**src/sgc_regs.vh**
```
// Purpose: Named constants for the coded guard sensor state controller.
// Assumes: A 10 MHz system clock; times are converted to cycles where they are used.
// Notes: Times keep their printed figure; cycle counts derive from them.
`ifndef SGC_REGS_VH
`define SGC_REGS_VH

// Clock rate in kHz and MHz, used to turn times into cycle counts.
`define SGC_CLK_KHZ 10000
`define SGC_CLK_MHZ 10

// Response limits, kept as the printed figures.
`define SGC_IN_RESP_MS 15
`define SGC_TAG_RESP_MS 50

// Tag loss filter, chosen below the removal response limit.
`define SGC_TAG_LOSS_MS 40

// Feedback switching window.
`define SGC_FB_WIN_MS 500

// Test pulse limit and the pulse length actually used.
`define SGC_TP_MAX_US 300
`define SGC_TP_US 200

// Test pulse period, self-test period and half blink period.
`define SGC_TP_PERIOD_MS 100
`define SGC_SELFTEST_MS 100
`define SGC_BLINK_HALF_MS 500

// Short fixed counts: boot and settle in cycles, error sequence in blink steps.
`define SGC_BOOT_CYC 8'h10
`define SGC_SETTLE_CYC 8'h08
`define SGC_ERRSEQ_LEN 4'hF

// Counter width wide enough for the longest time.
`define SGC_CW 23

// Operating states.
`define SGC_ST_BOOT 3'h0
`define SGC_ST_IDLE 3'h1
`define SGC_ST_ON 3'h2
`define SGC_ST_LIMIT 3'h3
`define SGC_ST_PROG 3'h4
`define SGC_ST_ERR 3'h5

// Error codes.
`define SGC_ERR_NONE 3'h0
`define SGC_ERR_SUPPLY 3'h1
`define SGC_ERR_SELFTEST 3'h2
`define SGC_ERR_OUTPUT 3'h3
`define SGC_ERR_FEEDBACK 3'h4

// Indicator colours as {red, green, blue}.
`define SGC_LED_OFF 3'h0
`define SGC_LED_RED 3'h4
`define SGC_LED_GREEN 3'h2
`define SGC_LED_YELLOW 3'h6
`define SGC_LED_PURPLE 3'h5

`endif

```
**src/sgc_sync.v**
```verilog
// Purpose: Two-flop synchroniser for a group of pin inputs.
// Assumes: Each bit is an independent level; no bus coherence is needed.
// Notes: The first stage is read by the second stage only.
`timescale 1ns/10ps
module sgc_sync #(
	parameter W = 1
) (
	input wire sys_clk,
	input wire rstn,
	input wire [W-1:0] din,
	output wire [W-1:0] dout
);
	reg [W-1:0] meta_reg;
	reg [W-1:0] sync_reg;

	// Two stages clear to zero so every pin reads inactive in reset.
	always @(posedge sys_clk or negedge rstn)
	begin
		if (!rstn)
		begin
			meta_reg <= {W{1'b0}};
			sync_reg <= {W{1'b0}};
		end
		else
		begin
			meta_reg <= din;
			sync_reg <= meta_reg;
		end
	end

	assign dout = sync_reg;
endmodule // sgc_sync

```
**src/sgc_guard_ctrl.v**
```verilog
// Overview of operation
// - Any shared-code actuator is accepted as valid.
// - A unique-code actuator is accepted only if it matches the stored association.
// - A new association replaces the old identity, which is then rejected.
// - Association may be repeated without any limit on the count.
// - Green when actuator in safe zone, inputs active and outputs on.
// - Steady yellow in normal operation with no actuator present.
// - Red in error, with a dark-blink sequence that encodes the error.
// - Purple while the new actuator procedure runs.
// - Supply is watched and a periodic self-test loop is checked.
// - Safety inputs and actuator zone are tracked and feed the decision.
// - Outputs are driven and read back to catch shorts and faults.
// - Contactor feedback must follow every output change within its window.
// - Programming input activation starts the replacement procedure.
// - Outputs turn on only with inputs good and actuator in safe zone.
// - At power-up without actuator: outputs off, indicator steady yellow.
// - Entering the safe zone turns outputs on and indicator steady green.
// - Safe to limit zone keeps outputs on and flashes yellow.
// - Leaving the limit zone turns outputs off and steady yellow.
// - Outputs go off within 15 ms of either safety input dropping.
// - Outputs go off within 50 ms of actuator removal.
// - Test pulses on active outputs last under 300 us.
//
// Purpose: State controller of a contactless coded guard sensor.
// Assumes: Tag reader logic on sys_clk supplies presence, class, zone and identity.
// Notes: Pins are synchronised; variant straps are caught after reset release.
`timescale 1ns/10ps
`include "sgc_regs.vh"
module sgc_guard_ctrl #(
	parameter [`SGC_CW-1:0] TAG_LOSS_CYC = `SGC_TAG_LOSS_MS * `SGC_CLK_KHZ,
	parameter [`SGC_CW-1:0] FB_WIN_CYC = `SGC_FB_WIN_MS * `SGC_CLK_KHZ,
	parameter [`SGC_CW-1:0] TP_PERIOD_CYC = `SGC_TP_PERIOD_MS * `SGC_CLK_KHZ,
	parameter [`SGC_CW-1:0] SELFTEST_CYC = `SGC_SELFTEST_MS * `SGC_CLK_KHZ,
	parameter [`SGC_CW-1:0] BLINK_HALF_CYC = `SGC_BLINK_HALF_MS * `SGC_CLK_KHZ
) (
	input wire sys_clk,
	input wire rstn,
	input wire safety_input_a,
	input wire safety_input_b,
	input wire programming_input,
	input wire contactor_feedback_input,
	input wire supply_ok,
	input wire selftest_echo,
	input wire readback_a,
	input wire readback_b,
	input wire strap_safety_inputs,
	input wire strap_feedback,
	input wire strap_programming,
	input wire tag_valid,
	input wire tag_unique,
	input wire [15:0] tag_id,
	input wire tag_in_safe,
	input wire tag_in_limit,
	output reg safety_output_a,
	output reg safety_output_b,
	output reg signalling_output,
	output reg led_red,
	output reg led_green,
	output reg led_blue,
	output reg selftest_probe,
	output reg [2:0] error_code
);
	// Test pulse length, derived from its time and the clock rate.
	localparam [`SGC_CW-1:0] TP_CYC = `SGC_TP_US * `SGC_CLK_MHZ;

	wire [10:0] pin_sync;
	wire supply_s;
	wire echo_s;
	wire in_a_s;
	wire in_b_s;
	wire prog_s;
	wire fb_s;
	wire rb_a_s;
	wire rb_b_s;
	wire strap_si_s;
	wire strap_fb_s;
	wire strap_pg_s;

	reg [2:0] state_reg;
	reg [2:0] state_next;
	reg [2:0] err_reg;
	reg [2:0] err_next;
	reg [7:0] boot_cnt_reg;
	reg has_si_reg;
	reg has_fb_reg;
	reg has_pg_reg;
	reg [15:0] assoc_id_reg;
	reg assoc_valid_reg;
	reg learn;
	reg prog_prev_reg;
	reg [`SGC_CW-1:0] loss_cnt_reg;
	reg [`SGC_CW-1:0] tp_cnt_reg;
	reg pulse_reg;
	reg [7:0] settle_cnt_reg;
	reg out_on_prev_reg;
	reg [`SGC_CW-1:0] fb_cnt_reg;
	reg fb_pend_reg;
	reg [`SGC_CW-1:0] st_cnt_reg;
	reg [`SGC_CW-1:0] blink_cnt_reg;
	reg blink_reg;
	reg [3:0] seq_reg;
	reg [2:0] led_next;

	wire inputs_ok;
	wire accepted;
	wire out_on;
	wire drive;
	wire prog_rise;
	wire fault_output;
	wire fault_feedback;
	wire fault_selftest;
	wire tag_lost;
	wire st_tick;
	wire blink_tick;

	// All pins pass two flip-flops before any logic reads them.
	sgc_sync #(
		.W(11)
	) u_pin_sync (
		.sys_clk(sys_clk),
		.rstn(rstn),
		.din({supply_ok, selftest_echo, safety_input_a, safety_input_b,
			programming_input, contactor_feedback_input, readback_a, readback_b,
			strap_safety_inputs, strap_feedback, strap_programming}),
		.dout(pin_sync)
	);

	assign supply_s = pin_sync[10];
	assign echo_s = pin_sync[9];
	assign in_a_s = pin_sync[8];
	assign in_b_s = pin_sync[7];
	assign prog_s = pin_sync[6];
	assign fb_s = pin_sync[5];
	assign rb_a_s = pin_sync[4];
	assign rb_b_s = pin_sync[3];
	assign strap_si_s = pin_sync[2];
	assign strap_fb_s = pin_sync[1];
	assign strap_pg_s = pin_sync[0];

	// Input watch: both safety inputs must be active where they are fitted.
	assign inputs_ok = !has_si_reg || (in_a_s && in_b_s);
	// Shared-code tags always pass; unique tags must match the association.
	assign accepted = tag_valid && (!tag_unique ||
		(assoc_valid_reg && (tag_id == assoc_id_reg)));
	assign out_on = (state_reg == `SGC_ST_ON) || (state_reg == `SGC_ST_LIMIT);
	// Off-going test pulses cut the drive briefly while outputs are on.
	assign drive = out_on && !pulse_reg;
	assign prog_rise = has_pg_reg && prog_s && !prog_prev_reg;
	assign tag_lost = !(accepted && (tag_in_safe || tag_in_limit));
	assign st_tick = (st_cnt_reg == SELFTEST_CYC - 1'b1);
	assign blink_tick = (blink_cnt_reg == BLINK_HALF_CYC - 1'b1);

	// Readback must equal the drive once it has settled; a mismatch is a short.
	assign fault_output = (settle_cnt_reg == `SGC_SETTLE_CYC) &&
		((rb_a_s != safety_output_a) || (rb_b_s != safety_output_b));
	// Feedback is a normally closed contact: it reads the inverse of the outputs.
	assign fault_feedback = has_fb_reg && (fb_s == out_on_prev_reg) &&
		(!fb_pend_reg || (fb_cnt_reg == FB_WIN_CYC - 1'b1));
	// The probe loop must echo the last probe level at each self-test tick.
	assign fault_selftest = st_tick && (echo_s != selftest_probe);

	// Error selection in fixed priority; once latched it never changes.
	always @*
	begin
		err_next = err_reg;
		if (state_reg != `SGC_ST_BOOT && err_reg == `SGC_ERR_NONE)
		begin
			if (!supply_s)
				err_next = `SGC_ERR_SUPPLY;
			else if (fault_selftest)
				err_next = `SGC_ERR_SELFTEST;
			else if (fault_output)
				err_next = `SGC_ERR_OUTPUT;
			else if (fault_feedback)
				err_next = `SGC_ERR_FEEDBACK;
		end
	end

	// Main state decision, with zone hysteresis and the learn procedure.
	always @*
	begin
		state_next = state_reg;
		learn = 1'b0;
		case (state_reg)
			`SGC_ST_BOOT:
			begin
				if (boot_cnt_reg == `SGC_BOOT_CYC)
					state_next = `SGC_ST_IDLE;
			end
			`SGC_ST_IDLE:
			begin
				if (prog_rise)
					state_next = `SGC_ST_PROG;
				else if (!has_pg_reg && !assoc_valid_reg && tag_valid && tag_unique &&
					tag_in_safe)
					learn = 1'b1;
				else if (accepted && tag_in_safe && inputs_ok)
					state_next = `SGC_ST_ON;
			end
			`SGC_ST_ON:
			begin
				if (!inputs_ok)
					state_next = `SGC_ST_IDLE;
				else if (tag_lost && loss_cnt_reg == TAG_LOSS_CYC - 1'b1)
					state_next = `SGC_ST_IDLE;
				else if (accepted && !tag_in_safe && tag_in_limit)
					state_next = `SGC_ST_LIMIT;
			end
			`SGC_ST_LIMIT:
			begin
				if (!inputs_ok)
					state_next = `SGC_ST_IDLE;
				else if (tag_lost && loss_cnt_reg == TAG_LOSS_CYC - 1'b1)
					state_next = `SGC_ST_IDLE;
				else if (accepted && tag_in_safe)
					state_next = `SGC_ST_ON;
			end
			`SGC_ST_PROG:
			begin
				if (tag_valid && tag_unique && tag_in_safe)
				begin
					learn = 1'b1;
					state_next = `SGC_ST_IDLE;
				end
			end
			`SGC_ST_ERR:
				state_next = `SGC_ST_ERR;
			default:
				state_next = `SGC_ST_ERR;
		endcase
		if (err_next != `SGC_ERR_NONE)
			state_next = `SGC_ST_ERR;
	end

	// State, error latch, boot delay and variant straps caught after release.
	always @(posedge sys_clk or negedge rstn)
	begin
		if (!rstn)
		begin
			state_reg <= `SGC_ST_BOOT;
			err_reg <= `SGC_ERR_NONE;
			boot_cnt_reg <= 8'h00;
			has_si_reg <= 1'b0;
			has_fb_reg <= 1'b0;
			has_pg_reg <= 1'b0;
			prog_prev_reg <= 1'b0;
		end
		else
		begin
			state_reg <= state_next;
			err_reg <= err_next;
			prog_prev_reg <= prog_s;
			if (state_reg == `SGC_ST_BOOT)
			begin
				boot_cnt_reg <= boot_cnt_reg + 8'h01;
				has_si_reg <= strap_si_s;
				has_fb_reg <= strap_fb_s;
				has_pg_reg <= strap_pg_s;
			end
		end
	end

	// Association store: a new identity overwrites the old one outright.
	always @(posedge sys_clk or negedge rstn)
	begin
		if (!rstn)
		begin
			assoc_id_reg <= 16'h0000;
			assoc_valid_reg <= 1'b0;
		end
		else if (learn && err_next == `SGC_ERR_NONE)
		begin
			assoc_id_reg <= tag_id;
			assoc_valid_reg <= 1'b1;
		end
	end

	// Tag loss filter, restarted whenever an accepted tag is seen in range.
	always @(posedge sys_clk or negedge rstn)
	begin
		if (!rstn)
			loss_cnt_reg <= {`SGC_CW{1'b0}};
		else if (!out_on || !tag_lost)
			loss_cnt_reg <= {`SGC_CW{1'b0}};
		else if (loss_cnt_reg != TAG_LOSS_CYC - 1'b1)
			loss_cnt_reg <= loss_cnt_reg + 1'b1;
	end

	// Test pulse timer: one short low pulse per period while outputs are on.
	always @(posedge sys_clk or negedge rstn)
	begin
		if (!rstn)
		begin
			tp_cnt_reg <= {`SGC_CW{1'b0}};
			pulse_reg <= 1'b0;
		end
		else if (!out_on)
		begin
			tp_cnt_reg <= {`SGC_CW{1'b0}};
			pulse_reg <= 1'b0;
		end
		else if (pulse_reg)
		begin
			if (tp_cnt_reg == TP_CYC - 1'b1)
			begin
				pulse_reg <= 1'b0;
				tp_cnt_reg <= {`SGC_CW{1'b0}};
			end
			else
				tp_cnt_reg <= tp_cnt_reg + 1'b1;
		end
		else if (tp_cnt_reg == TP_PERIOD_CYC - 1'b1)
		begin
			pulse_reg <= 1'b1;
			tp_cnt_reg <= {`SGC_CW{1'b0}};
		end
		else
			tp_cnt_reg <= tp_cnt_reg + 1'b1;
	end

	// Output stage; the settle count restarts whenever the drive changes.
	always @(posedge sys_clk or negedge rstn)
	begin
		if (!rstn)
		begin
			safety_output_a <= 1'b0;
			safety_output_b <= 1'b0;
			signalling_output <= 1'b0;
			settle_cnt_reg <= 8'h00;
		end
		else
		begin
			safety_output_a <= drive && state_next != `SGC_ST_ERR;
			safety_output_b <= drive && state_next != `SGC_ST_ERR;
			signalling_output <= out_on && state_next != `SGC_ST_ERR;
			if (drive != safety_output_a)
				settle_cnt_reg <= 8'h00;
			else if (settle_cnt_reg != `SGC_SETTLE_CYC)
				settle_cnt_reg <= settle_cnt_reg + 8'h01;
		end
	end

	// Feedback window opens at each change of the output state.
	always @(posedge sys_clk or negedge rstn)
	begin
		if (!rstn)
		begin
			out_on_prev_reg <= 1'b0;
			fb_pend_reg <= 1'b0;
			fb_cnt_reg <= {`SGC_CW{1'b0}};
		end
		else
		begin
			out_on_prev_reg <= out_on;
			if (out_on != out_on_prev_reg)
			begin
				fb_pend_reg <= 1'b1;
				fb_cnt_reg <= {`SGC_CW{1'b0}};
			end
			else if (fb_pend_reg)
			begin
				if (fb_cnt_reg == FB_WIN_CYC - 1'b1)
					fb_pend_reg <= 1'b0;
				else
					fb_cnt_reg <= fb_cnt_reg + 1'b1;
			end
		end
	end

	// Self-test loop: the probe toggles each period and must be echoed back.
	always @(posedge sys_clk or negedge rstn)
	begin
		if (!rstn)
		begin
			st_cnt_reg <= {`SGC_CW{1'b0}};
			selftest_probe <= 1'b0;
		end
		else if (st_tick)
		begin
			st_cnt_reg <= {`SGC_CW{1'b0}};
			selftest_probe <= !selftest_probe;
		end
		else
			st_cnt_reg <= st_cnt_reg + 1'b1;
	end

	// Half-second blink base and the error sequence step counter.
	always @(posedge sys_clk or negedge rstn)
	begin
		if (!rstn)
		begin
			blink_cnt_reg <= {`SGC_CW{1'b0}};
			blink_reg <= 1'b0;
			seq_reg <= 4'h0;
		end
		else if (blink_tick)
		begin
			blink_cnt_reg <= {`SGC_CW{1'b0}};
			blink_reg <= !blink_reg;
			seq_reg <= (seq_reg == `SGC_ERRSEQ_LEN) ? 4'h0 : seq_reg + 4'h1;
		end
		else
			blink_cnt_reg <= blink_cnt_reg + 1'b1;
	end

	// Indicator colour follows the settled state, so green never leads the outputs.
	// An error that latches on this edge takes the indicator at once.
	always @*
	begin
		case ((err_next != `SGC_ERR_NONE) ? `SGC_ST_ERR : state_reg)
			`SGC_ST_ON:
				led_next = `SGC_LED_GREEN;
			`SGC_ST_LIMIT:
				led_next = blink_reg ? `SGC_LED_OFF : `SGC_LED_YELLOW;
			`SGC_ST_PROG:
				led_next = `SGC_LED_PURPLE;
			`SGC_ST_ERR:
			begin
				// Dark blinks, as many as the error code, then steady red.
				if (seq_reg[0] && ({1'b0, seq_reg[3:1]} < {1'b0, err_next}))
					led_next = `SGC_LED_OFF;
				else
					led_next = `SGC_LED_RED;
			end
			`SGC_ST_IDLE:
				led_next = `SGC_LED_YELLOW;
			default:
				led_next = `SGC_LED_YELLOW;
		endcase
	end

	// Indicator and error code registers.
	always @(posedge sys_clk or negedge rstn)
	begin
		if (!rstn)
		begin
			led_red <= 1'b0;
			led_green <= 1'b0;
			led_blue <= 1'b0;
			error_code <= `SGC_ERR_NONE;
		end
		else
		begin
			led_red <= led_next[2];
			led_green <= led_next[1];
			led_blue <= led_next[0];
			error_code <= err_next;
		end
	end
endmodule // sgc_guard_ctrl

```
**config.mk**
```make
export PLATFORM = sky130hd
export DESIGN_NAME = sgc_guard_ctrl
export DESIGN_NICKNAME = d
export VERILOG_FILES = /design/src/sgc_sync.v /design/src/sgc_guard_ctrl.v
export VERILOG_INCLUDE_DIRS = /design/src
export SDC_FILE = /design/constraint.sdc
export NUM_CORES = 1
export LEC_CHECK = 0
export BUFFER_PORTS_ARGS = -buffer_cell sky130_fd_sc_hd__buf_2
export CAP_MARGIN = 10
export CORE_MARGIN = 3
export CORE_UTILIZATION = 66
export DETAILED_ROUTE_END_ITERATION = 6
export HOLD_SLACK_MARGIN = 0.1
export PLACE_DENSITY = 0.91
export SKIP_CTS_REPAIR_TIMING = 1
export SLEW_MARGIN = 15
export SYNTH_ARGS = -nofsm -noshare
export SYNTH_HDL_FRONTEND = slang
export SYNTH_SLANG_ARGS = --single-unit
```
**constraint.sdc**
```tcl
create_clock -name sys_clk -period 5.26 [get_ports sys_clk]
set_input_delay 0.263 -clock sys_clk [delete_from_list [all_inputs] [get_ports sys_clk]]
set_output_delay 0.263 -clock sys_clk [all_outputs]
set_load 0.005 [all_outputs]
```
=== After elaboration in Yosys (flattened, before gate mapping) ===
Cells that the tools add are included.

* Register bits: 194
* Input port bits: 33
* Output and inout bits: 10
* Logic and storage cells: 167

* $add $sub $neg: 8
* Magnitude comparators: 1
* Eq/ne operators: 28
* Multiplexer cells: 47
* Reduce and logical (&&, ||, !) cells: 55

{| class="wikitable"
|+ Operators with widths
! operator !! count
|-
| 23-bit two-way mux || 11
|-
| 23-bit by 1-bit adder with 23-bit output, second input constant || 5
|-
| 3-bit two-way mux || 20
|-
| 23-bit by 20-bit equality test with 1-bit output, second input constant || 2
|-
| 23-bit equality test, second input constant || 2
|-
| 1-bit logical AND || 27
|-
| 23-bit by 11-bit equality test with 1-bit output, second input constant || 1
|-
| 23-bit by 19-bit equality test with 1-bit output, second input constant || 1
|-
| 23-bit by 19-bit != test with 1-bit output, second input constant || 1
|-
| 8-bit by 1-bit adder with 8-bit output, second input constant || 2
|-
| 16-bit equality test || 1
|-
| 8-bit two-way mux || 2
|-
| 3-bit one-hot mux with 5 select lines || 1
|-
| 3-bit by 2-bit equality test with 1-bit output, second input constant || 4
|-
| 1-bit logical NOT || 12
|-
| 3-bit one-hot mux with 4 select lines || 1
|-
| 1-bit two-way mux || 10
|-
| 3-bit equality test, second input constant || 3
|-
| 3-bit logical NOT || 3
|-
| 8-bit by 4-bit equality test with 1-bit output, second input constant || 1
|-
| 8-bit by 5-bit equality test with 1-bit output, second input constant || 1
|-
| 8-bit by 4-bit != test with 1-bit output, second input constant || 1
|-
| 1-bit logical OR || 7
|-
| 2-bit nonzero test || 3
|-
| other kinds (12) || 17
|}

=== Depth between registers and ports, before layout ===
Gate-level depths: netlist of the first run.

* Word-level depth: 13
* Depth in mapped cells: 9

=== Hierarchy ===
From an unflattened synthesis of the first run, not the netlist that was laid out.

* Cells, all modules: 837
* Area total of the unflattened synthesis: 9006.1 um^2

{| class="wikitable"
|+ Modules (own cells, without submodules)
! module !! instances !! cells each !! area each (um^2)
|-
| sgc_guard_ctrl || 1 || 815 || 8455.6
|-
| sgc_sync || 1 || 22 || 550.5
|}

=== Worst setup path after synthesis of the first run ===
OpenSTA, ideal clock, no wires.

* Path kind: reg-to-reg
* Start point: register st_cnt_reg[7]
* End point: register assoc_id_reg[10]
* Arrival: 2.446 ns
* Required time: 5.135 ns
* Path slack: 2.689 ns
* Cell stages (with the launch flop): 8
* Buffers on the path: 1
* Cell sequence: dfrtp_1 -> nor4b_2 -> nand4_1 -> or4_4 -> a311oi_4 -> nand4_4 -> buf_6 -> mux2_4

* Word-level cells in the longest chain between the ends: 7

{| class="wikitable"
|+ RTL lines
! what !! RTL line !! source
|-
| start: declaration || sgc_guard_ctrl.v:98 || <nowiki>reg [`SGC_CW-1:0] st_cnt_reg;</nowiki>
|-
| start signal: assignment || sgc_guard_ctrl.v:375 || <nowiki>st_cnt_reg <= {`SGC_CW{1'b0}};</nowiki>
|-
| start signal: assignment || sgc_guard_ctrl.v:380 || <nowiki>st_cnt_reg <= {`SGC_CW{1'b0}};</nowiki>
|-
| start signal: assignment || sgc_guard_ctrl.v:384 || <nowiki>st_cnt_reg <= st_cnt_reg + 1'b1;</nowiki>
|-
| 23-bit by 20-bit equality test with 1-bit output || sgc_guard_ctrl.v:150 || <nowiki>assign st_tick = (st_cnt_reg == SELFTEST_CYC - 1'b1);</nowiki>
|-
| 1-bit logical AND || sgc_guard_ctrl.v:160 || <nowiki>assign fault_selftest = st_tick && (echo_s != selftest_probe);</nowiki>
|-
| 3-bit two-way mux || sgc_guard_ctrl.v:170 || <nowiki>else if (fault_selftest)</nowiki>
|-
| 3-bit two-way mux || sgc_guard_ctrl.v:168 || <nowiki>if (!supply_s)</nowiki>
|-
| 3-bit two-way mux || sgc_guard_ctrl.v:166 || <nowiki>if (state_reg != `SGC_ST_BOOT && err_reg == `SGC_ERR_NONE)</nowiki>
|-
| 3-bit logical NOT (no line) || n/a ||
|-
| 1-bit logical AND (no line) || n/a ||
|-
| end signal: assignment || sgc_guard_ctrl.v:273 || <nowiki>assoc_id_reg <= tag_id;</nowiki>
|-
| end: declaration || sgc_guard_ctrl.v:87 || <nowiki>reg [15:0] assoc_id_reg;</nowiki>
|}

No other way between the ends.
A chain may end at the register's enable or synchronous reset.

=== Worst setup path after layout of the first run ===
* Start point: register state_reg[0]
* End point: register assoc_id_reg[0]

* Word-level cells in the longest chain between the ends: 5
* Elaborated cells between the ends (all ways): 8
* Those cells by class: eq/ne (2); mux (2); reduce/logical (4)

{| class="wikitable"
|+ RTL lines
! what !! RTL line !! source
|-
| start: declaration || sgc_guard_ctrl.v:79 || <nowiki>reg [2:0] state_reg;</nowiki>
|-
| start signal: assignment || sgc_guard_ctrl.v:240 || <nowiki>state_reg <= `SGC_ST_BOOT;</nowiki>
|-
| start signal: assignment || sgc_guard_ctrl.v:250 || <nowiki>state_reg <= state_next;</nowiki>
|-
| 3-bit nonzero test (no line) || n/a ||
|-
| 1-bit logical AND (no line) || n/a ||
|-
| 3-bit two-way mux || sgc_guard_ctrl.v:166 ||
|-
| 3-bit logical NOT (no line) || n/a ||
|-
| 1-bit logical AND (no line) * || n/a ||
|}

Every way passes the cells marked *; elsewhere a longest branch is shown, timed or not.

==> key figures, run 1 <==
Timing
  • Count of final setup violators: 0
  • Worst clock skew: 0.01198 ns
  • Fmax: between 0.3 and 0.4 GHz
  • Fin. max-slew vios: 0
  • Slew headroom: 27.39%
  • Setup TNS: 0 ns
  • Crit path time final: between 3 and 4 ns
  • Hold WS: 0.09708 ns
  • Period utilization: about 60%
  • Final hold viol count: 0
  • Unrepaired setup endpoints after global routing: false
  • Worst-margin pin slew: 1.081 ns

Setup path
  • CP max FO: 17
  • Critical Path AT: 3.52 ns
  • Startpoint Class: flop
  • Crit path kind: flop to flop
  • Nature of the critical path endpoint: flop
  • Crit path buf inv count: 0
  • Required time of the critical path: around 5.6 ns
  • Worst r2r src: state_reg[0]
  • CP startpoint: state_reg[0]
  • CP max-delay cell: nor3_2
  • Largest delay contributor family on the critical path: simple AND/OR/NAND/NOR gates
  • Worst path max stage delay: 0.65 ns
  • Crit-path cells: nor3_2 -> nor4_1 -> nor2b_1 -> a311oi_4 -> nand4_4 -> mux2_2

Floorplan
  • Initial Utilization: 67.89%
  • DIE AREA: 15,170 um^2
  • Ports: 43
  • Die height: 123.2 um
  • Row Count: between 40 and 50
  • Core ar.: ~13,000 um^2
  • Width of the die: approximately 120 um

Synth
  • Post-synthesis register bit count: 194
  • Async SR Flop Fraction: 100.0%
  • Yosys warns: 0
  • Area leader, netlist: dfrtp_1
  • Top cell type's share of synthesized area: between 50 and 60%
  • EDFF count, synth: 0
  • Syn Nets: 892
  • Synth Cell Area: about 9100 um^2
  • Synth area leaders: dfrtp_1, xnor2_1, xor2_1
  • Ys flop type: dfrtp_1
  • Unique cell type count in the Yosys netlist: 57
  • Mean Syn Cell Area: 10.70 um^2
  • Post-synthesis cell count: 847
  • Seq/Total Area, Yosys: a little over half

Cells and area
  • Fraction of layout cells with a size suffix above 1: about 12%
  • Layout area overhead: 13.34%
  • Layout fillers: 800
  • Register area: 4855 um^2
  • Multi-input logic area: about 4000 um^2
  • Nets: 962
  • Post-route cell area: ~10,000 um^2

Clock tree
  • CTS Buffer Depth: 2
  • Clock transition at path regs: 0.07 ns
  • Clock insertion delay at the later pin of the skew report: 0.44 ns
  • Root buffer cell: clkbuf_16
  • CTS tree: built
  • CTS buffer count: 17
  • H-tree depth: 4
  • # clock sinks: 194

Pwr
  • Power Dens Cells: 272.7 nW/um^2
  • Maximum VDD drop: around 0.00028 V
  • Total leakage power: 4.576 nW

Placed design
  • I/O Buffers: 42
  • RePlAce Congestion: 0.8492
  • Dpl hpwl: 11.80 mm
  • Placed Area: 9470 um^2

Global routing
  • Total Routing Usage GR: 25.40%
  • Initial antenna violation count: 2
  • First-pass GRT wire length: 30.42 mm
  • Pin count of the biggest net entering global routing: 134
  • Vias in the first global route: 6,351
  • Total gr overflow: 0

Routing
  • Vias/cell: 5.958
  • Total Wirelength: 19.68 mm
  • Initial DRC count: 583
  • DR vias: 6,601
  • Post-route ant nets: 0
  • WL/cell: 17.76 um
  • DR pass1 iterations: 5
  • DRC viols: 0

Min path
  • Hold Path Origin: tag_id[1]
  • Worst hold-check path type: input pin to flop

Status
  • Run status: completed

Run
  • Max Cap Viol: 0
-- placed cells by master (no fill, tap or decap), types with 8 or more instances in the layout --
master | synthesis | routed
xnor2_1 | 78 | 78
nor2b_1 | 8 | 8
and3_1 | 22 | 22
nand2_1 | 57 | 57
a21oi_1 | 12 | 12
nor4_1 | 19 | 19
mux2_4 | 9 | 9
nand2b_1 | 8 | 8
xor2_1 | 64 | 64
dlygate4sd3_1 | 0 | 24
nor3_1 | 20 | 20
nand4_1 | 30 | 30
nand3_1 | 46 | 46
nor2_1 | 123 | 123
mux2_2 | 10 | 10
buf_2 | 0 | 41
inv_1 | 21 | 21
and2_1 | 9 | 9
and4_1 | 12 | 12
ha_1 | 12 | 12
dfrtp_1 | 194 | 194
clkbuf_16 | 0 | 17
-- synthesized netlist by cell type (all sizes together), types with 2 or more instances --
master,instances
a2111oi,7
a211oi,4
a21oi,12
a311oi,3
a31o,2
a31oi,2
a41oi,3
and2,9
and3,22
and4,12
buf,2
clkbuf,20
dfrtp,194
ha,12
inv,21
mux2,20
mux2i,3
nand2,57
nand2b,8
nand3,46
nand4,31
nand4b,2
nor2,123
nor2b,8
nor3,22
nor4,20
nor4b,8
nor4bb,2
o21ai,8
o31ai,2
o41ai,2
or2,4
or3,4
xnor2,78
xor2,64
-- per-layer routing --
| layer | routed length (um) | vias to the layer above | track usage [%] | share of wire (%) |
|---|---|---|---|---|
| met3 | 877 | 46 | 5.672 | 4.5 |
| met4 | 552 | 0 | 8.097 | 2.8 |
| met2 | 10310 | 207 | 41.79 | 52 |
| met1 | 7938 | 3289 | 33.90 | 40 |
| li1 | - | 3059 | - | - |
| met5 | 0 | - | 0 | 0 |
-- kinds of logic after synthesis --
family | share of synthesized area (%)
AOI/OAI and AO/OA | 4.157
xor gates and xnor gates | 13.73
adders and majority gates | 1.657
buffers and inverters | 1.947
DFF | 53.58
muxes | 3.190
and+or+nand+nor | 21.75
-- power by group --
group	switching [mW]	internal, mW
Sequential	0.00358	1.50
Clock	0.587	0.640
Combinational	0.0442	0.0266
-- worst register-to-register path: cells and delay by family, from the launching register on --
| kind | cells | cell delay (ns) |
|---|---|---|
| flops | 1 | 0.55 |
| compound gates | 1 | 0.48 |
| mux | 1 | 0.45 |
| simple gates | 4 | 1.61 |
-- area by class of cell --
class                      count  share of cell area [%]
sequential                   194                   47.27
clock buffer                  20                   4.447
clock inverter                11                  0.9259
multi-input combinational    609                   39.35
timing repair buffer          73                   4.983
antenna                        3                 0.07310
inverter                      22                  0.8041
tap                          176                   2.144
-- metrics by stage --
step	setup slack (ns)	instances	util, %	power (mW)
after floorplan	2.689	847	-	1.540
after detailed placement	2.337	1050	70.95	1.589
final	2.059	1108	76.94	2.800
after CTS	2.303	1081	75.08	2.786
after global routing	1.938	1107	76.92	2.887
after global placement	2.432	1050	70.95	1.587
-- final timing paths --
kind                                      endpoint  slack [ns]  cells after the start
worst max-delay path               assoc_id_reg[0]        2.06                      6
worst min-delay path               assoc_id_reg[1]         0.1                      2
worst max register to register     assoc_id_reg[0]        2.06                      6
worst min register to register  u_pin_sync.dout[3]        0.35                      0
max in group asynchronous         blink_cnt_reg[9]        3.33                      3
min in group asynchronous         loss_cnt_reg[13]        0.53                      2
Note: power is estimated with default switching activity, not from simulation.
==> run 2, diff against run 1 <==
--- a/config.mk
+++ b/config.mk
@@ -9,10 +9,10 @@
 export BUFFER_PORTS_ARGS = -buffer_cell sky130_fd_sc_hd__buf_2
 export CAP_MARGIN = 10
 export CORE_MARGIN = 3
-export CORE_UTILIZATION = 66
+export CORE_UTILIZATION = 55
 export DETAILED_ROUTE_END_ITERATION = 6
 export HOLD_SLACK_MARGIN = 0.1
-export PLACE_DENSITY = 0.91
+export PLACE_DENSITY = 0.81
 export SKIP_CTS_REPAIR_TIMING = 1
 export SLEW_MARGIN = 15
 export SYNTH_ARGS = -nofsm -noshare
==> constraint.sdc (replaced) <==
create_clock -name sys_clk -period 2.8 [get_ports sys_clk]
set_input_delay 0.14 -clock sys_clk [delete_from_list [all_inputs] [get_ports sys_clk]]
set_output_delay 0.14 -clock sys_clk [all_outputs]
set_load 0.005 [all_outputs]
==> key figures, run 2 (synthesis results as in run 1) <==
Timing
  • Period utilization: 93.07%
  • Unrepaired setup endpoints after global routing: false
  • Setup TNS: 0 ns
  • Worst-margin pin slew: 0.7321 ns
  • Crit path time final: 2.606 ns
  • Fmax: 0.3837 GHz
  • Final hold viol count: 0
  • Worst clock skew: 0.01306 ns
  • Hold WS: approximately 0.17 ns
  • Count of final setup violators: 0
  • Slew headroom: 51.20%
  • Fin. max-slew vios: 0

Setup path
  • Crit path kind: flop to flop
  • Critical Path AT: 2.97 ns
  • Crit-path cells: nor4b_2 -> nand4_1 -> or4_4 -> a311oi_4 -> buf_4 -> inv_1 -> nor3_2 -> and4_1
  • CP max FO: 5
  • Nature of the critical path endpoint: flop
  • Worst path max stage delay: 0.59 ns
  • Required time of the critical path: 3.17 ns
  • CP max-delay cell: or4_4
  • Largest delay contributor family on the critical path: simple AND/OR/NAND/NOR gates
  • Startpoint Class: flop
  • Crit path buf inv count: 2

Routing
  • DRC viols: 0
  • DR pass1 iterations: 5
  • Met2 WL: 8.970 mm
  • WL/cell: 15.37 um
  • Met1 wire length: 7.930 mm
  • Initial DRC count: 479
  • Vias/cell: around 5.5
  • Met3 WL post-DR: 567 um
  • Total Wirelength: 17.92 mm
  • Top Layer Used: met4
  • Post-route ant nets: 0
  • DR vias: 6,418

Cells and area
  • Register area: 4855 um^2
  • Commonest cells after routing, fill and taps aside: dfrtp_1, nor2_1, xnor2_1
  • Layout area overhead: 16.56%
  • Nets: just under 1,000
  • Multi-input logic area: 4048 um^2
  • N_diodes: 0
  • Commonest non-fill, non-tap cell in the layout: dfrtp_1
  • Fraction of layout cells with a size suffix above 1: 13.79%
  • Non-filler cells, final: 1,166
  • Post-route cell area: between 10,000 and 15,000 um^2
  • Layout fillers: 1,234

Placed design
  • Placed Cells: 1,106
  • Placed Area: ~9700 um^2
  • Dpl hpwl: 11.74 mm
  • I/O Buffers: 42
  • RePlAce Congestion: 0.8842

Floorplan
  • Width of the die: 134.4 um
  • Initial Utilization: a little under three fifths
  • Core ar.: 16,000 um^2
  • Die height: approximately 130 um
  • Row Count: 46
  • DIE AREA: 18,050 um^2
  • Ports: 43

Global routing
  • Initial antenna violation count: 0
  • Total gr overflow: 0
  • Total Routing Usage GR: 20.79%
  • Vias in the first global route: approximately 6,400
  • Pin count of the biggest net entering global routing: 93
  • First-pass GRT wire length: a little over 30 mm

Pwr
  • Total leakage power: 4.708 nW
  • Final Total Pwr: 5.479 mW
  • Power Dens Cells: 518.7 nW/um^2
  • Maximum VDD drop: 0.0004693 V

Run
  • Max Cap Viol: 0

Clock tree
  • CTS buffer count: 17
  • Root buffer cell: clkbuf_16
  • CTS Buffer Depth: 2
  • H-tree depth: 4
  • Clock insertion delay at the later pin of the skew report: 0.44 ns
  • CTS tree: built
  • # clock sinks: 194
  • Clock transition at path regs: ~0.08 ns

Status
  • Run status: completed

Min path
  • Worst hold-check path type: input pin to flop
## run 2: cell count changes in the layout (fill, tap and decap cells not counted), sizes merged
cell	delta
clkinvlp	-1
inv	+1
clkinv	+1
dlygate4sd3	+4
buf	+16
clkbuf	-2
bufinv	+2
diode	-3
## run 2: final timing paths
path | from | depth (start not counted) | end | slack (ns)
max in group asynchronous | rstn | 3 | st_cnt_reg[9] | 1.62
max reg2reg | st_cnt_reg[7] | 8 | state_reg[1] | 0.19
max | st_cnt_reg[7] | 8 | state_reg[1] | 0.19
min | tag_valid | 4 | state_reg[2] | 0.17
min in group asynchronous | rstn | 2 | loss_cnt_reg[11] | 0.34
min reg2reg | u_pin_sync.meta_reg[7] | 0 | u_pin_sync.dout[7] | 0.35
## run 2: layout make-up
| type | instances | share of cell area, % |
|---|---|---|
| sequential | 194 | 45.97 |
| multi-input combinational | 609 | 38.32 |
| timing repair buffer | 93 | 6.516 |
| clock buffer | 18 | 4.063 |
| tap | 216 | 2.559 |
| clock inverter | 14 | 1.789 |
| inverter | 22 | 0.7819 |
## run 2: per-layer routing
| layer | vias to the layer above | track usage, % |
|---|---|---|
| li1 | 3089 | - |
| met1 | 3191 | 27.22 |
| met2 | 104 | 34.25 |
| met3 | 34 | 4.726 |
| met4 | 0 | 7.523 |
| met5 | - | 0 |
## run 2: power breakdown
part	switching [mW]	internal, mW	leakage (nW)
sequential	0.00650	2.82	2.60
clock	1.15	1.37	0.298
combinational	0.0834	0.0582	1.81
## run 2: worst min-delay path, stage by stage
cell and delay (ns):
buf_2 0.12, nand3_1 0.10, nor3_1 0.05, o21ai_0 0.16
## run 2: per-stage QoR
stage	worst slack, ns	util (%)
floorplan	0.2288	-
global placement	0.2228	60.33
detailed placement	0.1948	60.33
CTS	0.1568	64.19
global route	0.004647	66.01
finish	0.1941	66.01
==> run 3, diff against run 2 <==
--- a/config.mk
+++ b/config.mk
@@ -6,13 +6,15 @@
 export SDC_FILE = /design/constraint.sdc
 export NUM_CORES = 1
 export LEC_CHECK = 0
+export ABC_AREA = 1
 export BUFFER_PORTS_ARGS = -buffer_cell sky130_fd_sc_hd__buf_2
 export CAP_MARGIN = 10
 export CORE_MARGIN = 3
-export CORE_UTILIZATION = 55
+export CORE_UTILIZATION = 58
+export CTS_BUF_LIST = sky130_fd_sc_hd__clkbuf_8
 export DETAILED_ROUTE_END_ITERATION = 6
 export HOLD_SLACK_MARGIN = 0.1
-export PLACE_DENSITY = 0.81
+export PLACE_DENSITY = 0.85
 export SKIP_CTS_REPAIR_TIMING = 1
 export SLEW_MARGIN = 15
 export SYNTH_ARGS = -nofsm -noshare
==> key figures, run 3 <==
Status
  • Run status: completed

Synth
  • Synth top cells by count: nand2_1, dfrtp_1, inv_1
  • EDFF count, synth: 0
  • Synth area leaders: dfrtp_1, nand2_1, inv_1
  • Async SR Flop Fraction: 100.0%
  • Mean Syn Cell Area: 8.003 um^2
  • Seq/Total Area, Yosys: 49.40%
  • Syn Nets: 1,273
  • Top cell type's share of synthesized area: around 49%
  • Area leader, netlist: dfrtp_1
  • Synth Cell Area: 9828 um^2
  • Ys flop type: dfrtp_1
  • Most common cell in the netlist: nand2_1
  • Yosys warns: 0
  • Post-synthesis cell count: 1,228
  • Unique cell type count in the Yosys netlist: 49
  • Post-synthesis register bit count: 194

Min path
  • Worst hold-check path type: input pin to flop
  • Hold Path Origin: tag_valid
  • Endpoint, Worst Hold: loss_cnt_reg[10]
  • Hold-critical path depth: 4

Setup path
  • CP max FO: 13
  • Crit path kind: flop to flop
  • Startpoint Class: flop
  • Capturing point of the worst reg2reg path: assoc_id_reg[15]
  • Required time of the critical path: 3.22 ns
  • Nature of the critical path endpoint: flop
  • Worst r2r src: settle_cnt_reg[0]
  • Critical Path AT: 2.76 ns
  • R2R setup slack: 0.46 ns
  • Worst r2r path cells: 13

Cells and area
  • Commonest cells after routing, fill and taps aside: nand2_1, dfrtp_1, inv_1
  • Layout area overhead: 12.01%
  • Final Util: 67.82%
  • Fraction of layout cells with a size suffix above 1: 8.446%
  • Layout fillers: ~1,300
  • Nets: 1,358
  • Post-route cell area: 11,010 um^2
  • Commonest non-fill, non-tap cell in the layout: nand2_1

Timing
  • Final hold viol count: 0
  • Count of final setup violators: 0
  • Unrepaired setup endpoints after global routing: false
  • Period utilization: ~84%
  • Worst-margin pin slew: 0.9774 ns
  • Fin. max-slew vios: 0
  • Slew headroom: between 30% and 40%
  • Crit path time final: 2.340 ns
  • Fmax: 0.4273 GHz
  • Worst clock skew: 0.01546 ns
  • Setup TNS: 0 ns

Placed design
  • I/O Buffers: 42
  • RePlAce Congestion: 0.8893
  • Placed Area: 10,330 um^2
  • Dpl hpwl: 14.53 mm

Floorplan
  • Die height: around 140 um
  • Width of the die: roughly 140 um
  • DIE AREA: 18,540 um^2
  • Core ar.: 16,230 um^2
  • Row Count: 46
  • Initial Utilization: around 60%
  • Ports: 43

Pwr
  • Comb pwr share: under 10%
  • NetSw: 1.145 mW
  • Power Dens Cells: 433.7 nW/um^2
  • Seq pwr share: 59.1%
  • Clock network power share: 37.7%
  • Maximum VDD drop: 0.0002987 V
  • Pint: 3.629 mW
  • Fraction of power spent switching nets: about a quarter
  • Total leakage power: 5.370 nW

Run
  • Max Cap Viol: 0

Clock tree
  • Clock transition at path regs: roughly 0.10 ns
  • CTS buffer count: 17
  • H-tree depth: 4
  • # clock sinks: slightly below 200
  • CTS Buffer Depth: 2
  • CTS tree: built
  • Clock insertion delay at the later pin of the skew report: 0.48 ns
  • Root buffer cell: clkbuf_8

Routing
  • Initial DRC count: 620
  • Post-route ant nets: 0
  • Total Wirelength: 20.28 mm
  • WL/cell: 13.14 um
  • DR pass1 iterations: 5
  • DRC viols: 0
  • DR vias: ~8,300
  • Vias/cell: 5.353

Global routing
  • Pin count of the biggest net entering global routing: between 80 and 90
  • Vias in the first global route: just under 8,000
  • First-pass GRT wire length: 34.42 mm
  • Total Routing Usage GR: 22.78%
  • Initial antenna violation count: 0
  • Total gr overflow: 0
==> run 3: cell types whose count changed in the layout (fill, tap and decap cells not counted), sizes merged, moves of 9 or more <==
cell | previous run | this run
buf | 64 | 52
a21oi | 12 | 34
xor2 | 64 | 42
nor2 | 123 | 176
and3 | 22 | 2
inv | 27 | 198
and4 | 12 | 0
o21ai | 8 | 51
nor3 | 22 | 48
xnor2 | 78 | 12
nand2 | 57 | 255
nand3 | 46 | 84
a31oi | 2 | 11
mux2 | 20 | 0
==> run 3: area by class of cell <==
type,count,area (um^2),share of cell area (%)
clock inverters,14,143.9,1.307
clock buffers,18,247.7,2.251
multi-input cells,826,4170,37.88
inverters,193,724.4,6.581
well taps,216,270.3,2.455
diodes,1,2.502,0.02273
repair buffers,81,594.3,5.399
flip-flops and latches,194,4855,44.10
==> run 3: worst max path at each step <==
| stage | startpoint | cells after the start | endpoint |
|---|---|---|---|
| after floorplan | settle_cnt_reg[0] | 13 | led_red |
| after global placement | settle_cnt_reg[0] | 13 | assoc_id_reg[11] |
| after detailed placement | settle_cnt_reg[0] | 13 | assoc_id_reg[13] |
| after CTS | settle_cnt_reg[0] | 13 | assoc_id_reg[13] |
| after global routing | settle_cnt_reg[0] | 13 | assoc_id_reg[10] |
| final | settle_cnt_reg[0] | 13 | assoc_id_reg[15] |
==> run 3: cell families (layout without fill, tap and decap cells) <==
family	after synthesis	after routing	synth area share, %
and+or+nand+nor	640	640	28.87
buffers and inverters	208	306	8.173
DFF	194	194	49.40
AOI/OAI and AO/OA	119	119	7.117
xor gates and xnor gates	54	54	4.812
adders and majority gates	12	12	1.528
muxes	1	1	0.1019
other	0	1	0
==> run 3: power by group through the flow <==
stage	Sequential, mW	Combinational (mW)	Clock [mW]
5_1_grt	2.83	0.169	1.95
6_report	2.82	0.148	1.80
4_1_cts	2.82	0.120	1.85
2_1_floorplan	2.88	0.0234	0
3_5_place_dp	2.88	0.120	0
3_3_place_gp	2.88	0.118	0
==> run 3: worst max-delay path, cell delays in order, from the launching register on <==
cell and delay [ns]:
dfrtp_1 0.40, inv_1 0.11, ha_1 0.16, nand3_1 0.09, nor2_1 0.25, nand2_1 0.17, nand2_2 0.12, nor2_2 0.06
nor2_4 0.12, nand2_2 0.07, nor2_4 0.24, buf_4 0.25, nand3_1 0.11, nand2_1 0.12
==> run 3: through the flow <==
stage	setup slack, ns	cells	total power, mW	hold WS [ns]
final	0.4596	1543	4.774	0.1077
after global routing	0.2886	1542	4.944	0.1075
after CTS	0.5247	1514	4.790	-0.3114
after detailed placement	0.5716	1482	2.999	0.2213
after global placement	0.6951	1482	2.997	0.2157
after floorplan	0.8369	1228	2.900	-0.1556
==> run 3: routing by layer <==
metal | part of all wire [%] | track usage (%) | vias up
met5 | 0 | 0 | -
met4 | 2.2 | 7.727 | 0
met3 | 4.5 | 4.552 | 38
met2 | 49 | 38.14 | 201
met1 | 45 | 29.81 | 3882
li1 | - | - | 4138
